--- config.mk ---
export PLATFORM = sky130hd
export DESIGN_NAME = i2cm_master
export DESIGN_NICKNAME = d
export VERILOG_FILES = /design/src/design/i2cm_pkg.sv /design/src/design/i2cm_tick_if.sv /design/src/design/i2cm_master.sv /design/src/design/i2cm_tick_gen.sv
export SDC_FILE = /design/constraint.sdc
export NUM_CORES = 1
export LEC_CHECK = 0
export BUFFER_PORTS_ARGS = -buffer_cell sky130_fd_sc_hd__buf_2
export CORE_ASPECT_RATIO = 1.25
export CORE_MARGIN = 5
export CORE_UTILIZATION = 31
export DETAILED_ROUTE_END_ITERATION = 8
export PLACE_DENSITY_LB_ADDON = 0.15
export SLEW_MARGIN = 20
export SYNTH_ARGS = -nofsm -noshare
export SYNTH_HDL_FRONTEND = slang
export SYNTH_HIERARCHICAL = 1
export SYNTH_SLANG_ARGS = --single-unit
--- constraint.sdc ---
create_clock -name clk -period 4.1 [get_ports clk]
set_input_delay 0.615 -clock clk [delete_from_list [all_inputs] [get_ports clk]]
set_output_delay 0.615 -clock clk [all_outputs]
set_load 0.1 [all_outputs]
--- src/design/i2cm_pkg.sv ---
// Package: register map, field layout, reset values, timing and states of the two-wire master
package i2cm_pkg;

   // ==========================================================
   // Register offsets on the special function register bus
   localparam logic [7:0] OFS_TX_BUF    = 8'h9A;
   localparam logic [7:0] OFS_RX_BUF    = 8'h9B;
   localparam logic [7:0] OFS_MODE      = 8'hE8;
   localparam logic [7:0] OFS_ADDR      = 8'hE9;
   localparam logic [7:0] OFS_STATUS    = 8'hEA;

   // ==========================================================
   // Field positions
   localparam int MODE_EN_BIT     = 7;
   localparam int MODE_RATE_LSB   = 5;
   localparam int MODE_RCNT_LSB   = 0;
   localparam int ADDR_DIR_BIT    = 0;
   localparam int STAT_BUSY_BIT   = 7;
   localparam int STAT_NOACK_BIT  = 6;
   localparam int STAT_RXIRQ_BIT  = 5;
   localparam int STAT_TXIRQ_BIT  = 4;
   localparam int STAT_TXERR_BIT  = 0;

   // ==========================================================
   // Reset values
   localparam logic [7:0] RST_MODE   = 8'h00;
   localparam logic [7:0] RST_ADDR   = 8'h00;
   localparam logic [7:0] RST_RXBUF  = 8'h00;
   localparam logic [7:0] RST_TXBUF  = 8'h00;
   localparam logic [7:0] RST_READ   = 8'h00;

   // ==========================================================
   // Timing: one serial clock period is 16 << rate core cycles, split in four quarters
   localparam int             SCL_BASE_DIV = 16;
   localparam int             QUARTERS     = 4;
   localparam int             QTR_CNT_W    = 6;
   localparam logic [QTR_CNT_W-1:0] QTR_BASE = QTR_CNT_W'(SCL_BASE_DIV / QUARTERS);
   localparam logic [1:0]     QTR_LAST     = 2'h3;
   localparam logic [2:0]     BIT_LAST     = 3'h7;

   // ==========================================================
   // Sequencer states
   typedef enum logic [3:0] {
      ST_IDLE, ST_START, ST_ADDR, ST_AACK, ST_WBYTE, ST_WACK, ST_RBYTE, ST_RACK, ST_STOP
   } i2cm_state_type;

endpackage : i2cm_pkg

--- src/design/i2cm_tick_if.sv ---
// Interface: quarter-bit tick request and pulse between sequencer and divider
`timescale 1ns/1ns
`default_nettype none
interface i2cm_tick_if;
   logic       run;
   logic [1:0] rate;
   logic       tick;
   modport gen  (input run, input rate, output tick);
   modport user (output run, output rate, input tick);
endinterface : i2cm_tick_if
`default_nettype wire

--- src/design/i2cm_master.sv ---
// Module: hardware two-wire bus master with special function registers and shared pins
`timescale 1ns/1ns
`default_nettype none
module i2cm_master
   import i2cm_pkg::*;
(
   input  wire logic       clk,
   input  wire logic       rst,
   input  wire logic [7:0] sfrAddr,
   input  wire logic [7:0] sfrWrData,
   input  wire logic       sfrWr,
   input  wire logic       sfrRd,
   output logic [7:0]      sfrRdData,
   input  wire logic       pinOwnerSelect,
   input  wire logic       spiMosiOut,
   input  wire logic       spiMosiOe,
   input  wire logic       spiSclkOut,
   input  wire logic       spiSclkOe,
   input  wire logic       serialDataIn,
   output logic            serialDataOut,
   output logic            serialDataOe,
   output logic            serialClkOut,
   output logic            serialClkOe
);
   // ==========================================================
   // Registers
   i2cm_state_type state_r, state_nxt;
   logic [1:0] qtr_r, qtr_nxt;
   logic [2:0] bitCnt_r, bitCnt_nxt;
   logic [4:0] byteCnt_r, byteCnt_nxt;
   logic [7:0] shift_r, shift_nxt;
   logic [7:0] mode_r, mode_nxt;
   logic [7:0] addr_r, addr_nxt;
   logic [7:0] txBuf_r, txBuf_nxt;
   logic [7:0] rxBuf_r, rxBuf_nxt;
   logic       txFull_r, txFull_nxt;
   logic       noAck_r, noAck_nxt;
   logic       rxIrq_r, rxIrq_nxt;
   logic       txIrq_r, txIrq_nxt;
   logic       txErr_r, txErr_nxt;
   logic       startPend_r, startPend_nxt;
   logic       nackSeen_r, nackSeen_nxt;
   logic       sclDrv_r, sclDrv_nxt;
   logic       sdaDrv_r, sdaDrv_nxt;
   logic       sdaMeta_r, sdaSync_r;
   logic [7:0] rdData_r;

   // ==========================================================
   // Decode
   logic       twoWireEnable;
   logic [1:0] clockRateSelect;
   logic [4:0] readByteCount;
   logic       directionBit;
   logic       wrTx, wrMode, wrAddr, wrStat;
   logic       tick;
   logic       lastByte;
   logic [7:0] statusView;
   logic [7:0] rdMux;

   assign twoWireEnable   = mode_r[MODE_EN_BIT];
   assign clockRateSelect = mode_r[MODE_RATE_LSB +: 2];
   assign readByteCount   = mode_r[MODE_RCNT_LSB +: 5];
   assign directionBit    = addr_r[ADDR_DIR_BIT];
   assign wrTx   = sfrWr && sfrAddr == OFS_TX_BUF;
   assign wrMode = sfrWr && sfrAddr == OFS_MODE;
   assign wrAddr = sfrWr && sfrAddr == OFS_ADDR;
   assign wrStat = sfrWr && sfrAddr == OFS_STATUS;
   assign lastByte = (byteCnt_r == readByteCount);

   assign statusView = {state_r != ST_IDLE, noAck_r, rxIrq_r, txIrq_r, 3'h0, txErr_r};
   // Transmit buffer reads as zero: write-only
   assign rdMux = (sfrAddr == OFS_RX_BUF) ? rxBuf_r    :
                  (sfrAddr == OFS_MODE)   ? mode_r     :
                  (sfrAddr == OFS_ADDR)   ? addr_r     :
                  (sfrAddr == OFS_STATUS) ? statusView : RST_READ;

   // ==========================================================
   // Quarter-bit divider
   i2cm_tick_if tk ();
   assign tk.run  = twoWireEnable && state_r != ST_IDLE;
   assign tk.rate = clockRateSelect;
   assign tick    = tk.tick;

   i2cm_tick_gen u_tick (
      .clk (clk),
      .rst (rst),
      .tk  (tk)
   );

   // ==========================================================
   // Shared pins: open-drain, drive only a low level while pinOwnerSelect gives them to the master
   assign serialDataOut = pinOwnerSelect ? 1'b0 : spiMosiOut;
   assign serialDataOe  = pinOwnerSelect ? (!sdaDrv_r && twoWireEnable) : spiMosiOe;
   assign serialClkOut  = pinOwnerSelect ? 1'b0 : spiSclkOut;
   assign serialClkOe   = pinOwnerSelect ? (!sclDrv_r && twoWireEnable) : spiSclkOe;
   assign sfrRdData     = rdData_r;

   // ==========================================================
   // Sequencer and register updates
   always_comb begin
      state_nxt     = state_r;
      qtr_nxt       = qtr_r;
      bitCnt_nxt    = bitCnt_r;
      byteCnt_nxt   = byteCnt_r;
      shift_nxt     = shift_r;
      mode_nxt      = mode_r;
      addr_nxt      = addr_r;
      txBuf_nxt     = txBuf_r;
      rxBuf_nxt     = rxBuf_r;
      txFull_nxt    = txFull_r;
      noAck_nxt     = noAck_r;
      rxIrq_nxt     = rxIrq_r;
      txIrq_nxt     = txIrq_r;
      txErr_nxt     = txErr_r;
      startPend_nxt = startPend_r;
      nackSeen_nxt  = nackSeen_r;
      sclDrv_nxt    = sclDrv_r;
      sdaDrv_nxt    = sdaDrv_r;

      // Software side first so hardware sets below win over clears
      if (wrMode) begin
         mode_nxt = sfrWrData;
      end
      if (wrAddr) begin
         addr_nxt      = sfrWrData;
         startPend_nxt = 1'b1;
      end
      if (wrTx) begin
         if (txFull_r) begin
            txErr_nxt = 1'b1;
         end else begin
            txBuf_nxt  = sfrWrData;
            txFull_nxt = 1'b1;
            txIrq_nxt  = 1'b0;
         end
      end
      if (wrStat) begin
         noAck_nxt = noAck_r && sfrWrData[STAT_NOACK_BIT];
         rxIrq_nxt = rxIrq_r && sfrWrData[STAT_RXIRQ_BIT];
         txIrq_nxt = txIrq_r && sfrWrData[STAT_TXIRQ_BIT];
         txErr_nxt = txErr_r && sfrWrData[STAT_TXERR_BIT];
      end

      if (tick) begin
         qtr_nxt = qtr_r + 2'h1;
      end

      case (state_r)
         ST_IDLE: begin
            sclDrv_nxt = 1'b1;
            sdaDrv_nxt = 1'b1;
            qtr_nxt    = 2'h0;
            if (startPend_r && twoWireEnable) begin
               state_nxt     = ST_START;
               startPend_nxt = 1'b0;
            end
         end
         ST_START: begin
            if (tick) begin
               case (qtr_r)
                  2'h0:    sdaDrv_nxt = 1'b1;
                  2'h1:    sclDrv_nxt = 1'b1;
                  2'h2:    sdaDrv_nxt = 1'b0;
                  default: begin
                     sclDrv_nxt   = 1'b0;
                     shift_nxt    = addr_r;
                     bitCnt_nxt   = 3'h0;
                     nackSeen_nxt = 1'b0;
                     state_nxt    = ST_ADDR;
                  end
               endcase
            end
         end
         ST_ADDR, ST_WBYTE, ST_RBYTE: begin
            if (tick) begin
               case (qtr_r)
                  2'h0:    sdaDrv_nxt = (state_r == ST_RBYTE) ? 1'b1 : shift_r[7];
                  2'h1:    sclDrv_nxt = 1'b1;
                  2'h2:    shift_nxt  = {shift_r[6:0], sdaSync_r};
                  default: begin
                     sclDrv_nxt = 1'b0;
                     bitCnt_nxt = bitCnt_r + 3'h1;
                     if (bitCnt_r == BIT_LAST) begin
                        state_nxt = (state_r == ST_ADDR)  ? ST_AACK :
                                    (state_r == ST_WBYTE) ? ST_WACK : ST_RACK;
                     end
                  end
               endcase
            end
         end
         ST_AACK, ST_WACK: begin
            if (tick) begin
               case (qtr_r)
                  2'h0:    sdaDrv_nxt = 1'b1;
                  2'h1:    sclDrv_nxt = 1'b1;
                  2'h2: begin
                     if (sdaSync_r) begin
                        nackSeen_nxt = 1'b1;
                        noAck_nxt    = 1'b1;
                        if (!directionBit) begin
                           txFull_nxt = 1'b0;
                        end
                     end
                  end
                  default: begin
                     sclDrv_nxt = 1'b0;
                     bitCnt_nxt = 3'h0;
                     if (nackSeen_r) begin
                        state_nxt = ST_STOP;
                     end else if (state_r == ST_AACK && directionBit) begin
                        byteCnt_nxt = 5'h00;
                        state_nxt   = ST_RBYTE;
                     end else if (txFull_r) begin
                        shift_nxt  = txBuf_r;
                        txFull_nxt = 1'b0;
                        txIrq_nxt  = 1'b1;
                        state_nxt  = ST_WBYTE;
                     end else begin
                        state_nxt = startPend_r ? ST_START : ST_STOP;
                        startPend_nxt = 1'b0;
                     end
                  end
               endcase
            end
         end
         ST_RACK: begin
            if (tick) begin
               case (qtr_r)
                  2'h0: begin
                     rxBuf_nxt  = shift_r;
                     rxIrq_nxt  = 1'b1;
                     sdaDrv_nxt = lastByte;
                  end
                  2'h1:    sclDrv_nxt = 1'b1;
                  2'h2:    sclDrv_nxt = 1'b1;
                  default: begin
                     sclDrv_nxt  = 1'b0;
                     bitCnt_nxt  = 3'h0;
                     byteCnt_nxt = byteCnt_r + 5'h01;
                     if (lastByte) begin
                        state_nxt     = startPend_r ? ST_START : ST_STOP;
                        startPend_nxt = 1'b0;
                     end else begin
                        state_nxt = ST_RBYTE;
                     end
                  end
               endcase
            end
         end
         ST_STOP: begin
            if (tick) begin
               case (qtr_r)
                  2'h0:    sdaDrv_nxt = 1'b0;
                  2'h1:    sclDrv_nxt = 1'b1;
                  2'h2:    sdaDrv_nxt = 1'b1;
                  default: state_nxt  = startPend_r ? ST_START : ST_IDLE;
               endcase
            end
         end
         default: state_nxt = ST_IDLE;
      endcase

      // Disabling abandons the transfer and releases both lines
      if (!twoWireEnable) begin
         state_nxt     = ST_IDLE;
         sclDrv_nxt    = 1'b1;
         sdaDrv_nxt    = 1'b1;
         startPend_nxt = 1'b0;
      end
   end

   always_ff @(posedge clk) begin
      sdaMeta_r <= serialDataIn;
      sdaSync_r <= sdaMeta_r;
   end

   always_ff @(posedge clk) begin
      if (rst) begin
         rdData_r <= RST_READ;
      end else if (sfrRd) begin
         rdData_r <= rdMux;
      end
   end

   always_ff @(posedge clk) begin
      if (rst) begin
         state_r     <= ST_IDLE;
         qtr_r       <= 2'h0;
         bitCnt_r    <= 3'h0;
         byteCnt_r   <= 5'h00;
         shift_r     <= RST_READ;
         mode_r      <= RST_MODE;
         addr_r      <= RST_ADDR;
         txBuf_r     <= RST_TXBUF;
         rxBuf_r     <= RST_RXBUF;
         txFull_r    <= 1'b0;
         noAck_r     <= 1'b0;
         rxIrq_r     <= 1'b0;
         txIrq_r     <= 1'b0;
         txErr_r     <= 1'b0;
         startPend_r <= 1'b0;
         nackSeen_r  <= 1'b0;
         sclDrv_r    <= 1'b1;
         sdaDrv_r    <= 1'b1;
      end else begin
         state_r     <= state_nxt;
         qtr_r       <= qtr_nxt;
         bitCnt_r    <= bitCnt_nxt;
         byteCnt_r   <= byteCnt_nxt;
         shift_r     <= shift_nxt;
         mode_r      <= mode_nxt;
         addr_r      <= addr_nxt;
         txBuf_r     <= txBuf_nxt;
         rxBuf_r     <= rxBuf_nxt;
         txFull_r    <= txFull_nxt;
         noAck_r     <= noAck_nxt;
         rxIrq_r     <= rxIrq_nxt;
         txIrq_r     <= txIrq_nxt;
         txErr_r     <= txErr_nxt;
         startPend_r <= startPend_nxt;
         nackSeen_r  <= nackSeen_nxt;
         sclDrv_r    <= sclDrv_nxt;
         sdaDrv_r    <= sdaDrv_nxt;
      end
   end
endmodule : i2cm_master
`default_nettype wire

--- src/design/i2cm_tick_gen.sv ---
// Module: divider making one-cycle quarter-bit enable pulses from the core clock
`timescale 1ns/1ns
`default_nettype none
module i2cm_tick_gen
   import i2cm_pkg::*;
(
   input  wire logic    clk,
   input  wire logic    rst,
   i2cm_tick_if.gen     tk
);
   logic [QTR_CNT_W-1:0] cnt_r;
   logic [QTR_CNT_W-1:0] limit;
   logic                 atLimit;

   // Quarter length is (16 << rate) / 4 core cycles
   assign limit   = (QTR_BASE << tk.rate) - QTR_CNT_W'(1);
   assign atLimit = (cnt_r == limit);
   assign tk.tick = tk.run && atLimit;

   always_ff @(posedge clk) begin
      if (rst || !tk.run || atLimit) begin
         cnt_r <= '0;
      end else begin
         cnt_r <= cnt_r + QTR_CNT_W'(1);
      end
   end
endmodule : i2cm_tick_gen
`default_nettype wire

==> flow_metrics.tcl <==
set metrics [dict create \
    cts_resized 0 \
    cts.sinks 79 \
    whs_ns 0.330 \
    yosys-top-cells-area "dfxtp_1 (38%), mux2i_1 (6.9%), a21oi_1 (5.7%)" \
    io_buffers 37 \
    finClkSkew_ns 0.00897 \
    cts_hold_buf 0 \
    dpl.hpwl_mm 8.75 \
    core_um2 13300 \
    multi_input_area_um2 2430 \
    clkTransAtPathRegs_ns 0.06 \
    ir_worst_vdd_mv 0.186 \
    synth-seq-cells 79 \
    drt_first_pass_iters 5 \
    synthTopCellsByCount "dfxtp_1 (79), nor2_1 (58), a21oi_1 (48)" \
    layout.nets 556 \
    vias 3767 \
    overflow 0 \
    worst-path-max-fanout 19 \
    rsz0062_at_grt "false" \
    h-tree-depth 3 \
    syn-num-nets 533 \
    ys.flop_type "dfxtp_1" \
    ios 38 \
    power_w 0.00163 \
    synth_top_area_share 0.376 \
    crit_path_end_kind "flop" \
    critPathLaunchType "flop" \
    cts_setup_buffers 0 \
    drt_iter0_drc 208 \
    gp_congestion 0.899 \
    grt_pass1_vias 3800 \
    rows 47 \
    p_leak_nw 1.70 \
    async_flop_share 0 \
    netlist_instances 499 \
    drtAntennaViolNets 0 \
    die_w_um 114 \
    syn_area_um2 4210 \
    drt-wirelength-per-cell_um 17.7 \
    viasPerCell 5.40 \
    yosysMostFrequentCell "dfxtp_1" \
    clockBufferDepth 2 \
    min_path_type "reg2reg" \
    fin_ws_ns 0.853 \
    drv_cap 0 \
    slew_headroom 0.459 \
    regArea_um2 1580 \
    status "completed" \
    grt_use_total 0.158 \
    antenna_found_initial 0 \
    initial_core_util 0.317 \
    synth_seq_area_share 0.376 \
    setup_violations 0 \
    worstMarginPinSlew_ns 0.811 \
    syn_avg_cell_area_um2 8.43 \
    setup_tns_ns 0 \
    synth_enable_flop_cells 0 \
    drt_drc_violations_left 0 \
    fp.dieH_um 140 \
    min_period_ns 3.25 \
    ys_warn_count 6 \
    diodes 0 \
    die_area_um2 16000 \
    fillCellCount 1430 \
    clk_latency_ns 0.34 \
    setup.worst_path.start "state_r[2]" \
    critPathKind "reg2reg" \
    preCtsSetupSlack_ns 0.914 \
    finalHoldViolCount 0 \
    r2r_start "state_r[2]" \
    worstPathRequired_ns 4.34 \
    fin_crit_sh 0.792 \
    cp_data_arrival_time_ns 3.48 \
    cts-root-buf "clkbuf_16" \
    grt_pass1_wl_mm 20.1 \
    fmax_mhz 308 \
    drive_above_1_share 0.131 \
    drt_wl_total_mm 12.4 \
    syn_to_final_growth_pct 14.4 \
    grt_max_degree 62 \
    synth_cell_types 61 \
    synth_largest_area_cell "dfxtp_1" \
    min_from "sdaMeta_r" \
    cts_tree "built" \
    power.density_nw_per_um2 340 \
    slew_viol_final 0 \
    cts-buffers-inserted 9 \
]
-- final timing paths --
kind | to | slack, ns | cells past startpoint
setup / recovery | shift_r[3] | 0.85 | 8
setup reg to reg | shift_r[3] | 0.85 | 8
hold reg to reg | sdaSync_r | 0.33 | 0
hold / removal | sdaSync_r | 0.33 | 0
-- power by group --
| part | switching, W | total [W] | internal (W) |
|---|---|---|---|
| Combinational | 0.0000477 | 0.0000661 | 0.0000184 |
| Sequential | 0.00000115 | 0.000770 | 0.000769 |
| Clock | 0.000326 | 0.000798 | 0.000472 |
-- state kept, by name (all words and copies together) (netlist names), 2 cells and up --
name          cells
mode_r            8
state_r           4
u_tick/cnt_r      6
addr_r            8
txBuf_r           8
rxBuf_r           8
bitCnt_r          3
qtr_r             2
shift_r           8
byteCnt_r         5
sfrRdData         8
-- worst max-delay path: stages, from the launching register on --
cell and delay, ns:
dfxtp_1 0.69, or4_1 0.33, and2_1 0.17, and2_1 0.41
nand2_1 0.34, nor3_2 0.27, a41o_1 0.51, a21oi_1 0.13
a311oi_1 0.28
-- routing by layer --
| layer | GRT usage | wire length [um] | vias up |
|---|---|---|---|
| met2 | 0.262 | 6120 | 102 |
| met5 | 0 | 0 | - |
| li1 | - | - | 1855 |
| met4 | 0.0913 | 461 | 0 |
| met1 | 0.193 | 5370 | 1778 |
| met3 | 0.0237 | 433 | 32 |
-- cells by family (layout without fill, tap and decap cells) --
logic type / Yosys count / count (layout) / share of synthesized area
flops: 79 / 79 / 0.376
mux: 32 / 32 / 0.0770
xor+xnor: 18 / 18 / 0.0375
simple gates: 178 / 178 / 0.217
buf+inv: 47 / 75 / 0.0470
fa+ha+maj: 8 / 8 / 0.0238
compound gates: 137 / 137 / 0.222
-- cells in the final DEF (no fill, tap or decap), types with 3 or more instances in the layout --
cell type	count
mux2i_1	29
nand4_1	3
inv_1	14
nand2b_1	11
mux2_2	3
a21o_1	6
o21bai_1	5
o22ai_1	4
a211oi_1	4
nor2_1	58
or3_1	3
nor3_1	17
a21oi_1	48
nand3b_1	6
a22oi_1	9
nand3_1	18
dfxtp_1	79
a22o_1	4
a31oi_1	3
and3_1	4
nand4b_1	3
and2_1	7
o21ai_0	15
o31ai_1	3
ha_1	8
nor2b_1	12
buf_2	37
xnor2_1	9
a32o_1	8
nor3b_1	3
buf_4	8
a311oi_1	11
xor2_1	9
clkbuf_16	9
nand2_1	22
-- layout make-up --
class,count,share of cell area
well taps,171,0.0445
clock inverters,5,0.0122
multi-input cells,373,0.504
flip-flops and latches,79,0.329
repair buffers,45,0.0510
clock buffers,11,0.0484
inverters,14,0.0109
-- stage by stage --
stage,cells,instance area [um2],utilization
CTS,698,4810,0.362
global route,698,4810,0.362
detailed placement,682,4520,0.340
global placement,682,4520,0.340
floorplan,499,4210,-
finish,698,4810,0.362
(Power assumes the default switching activity.)
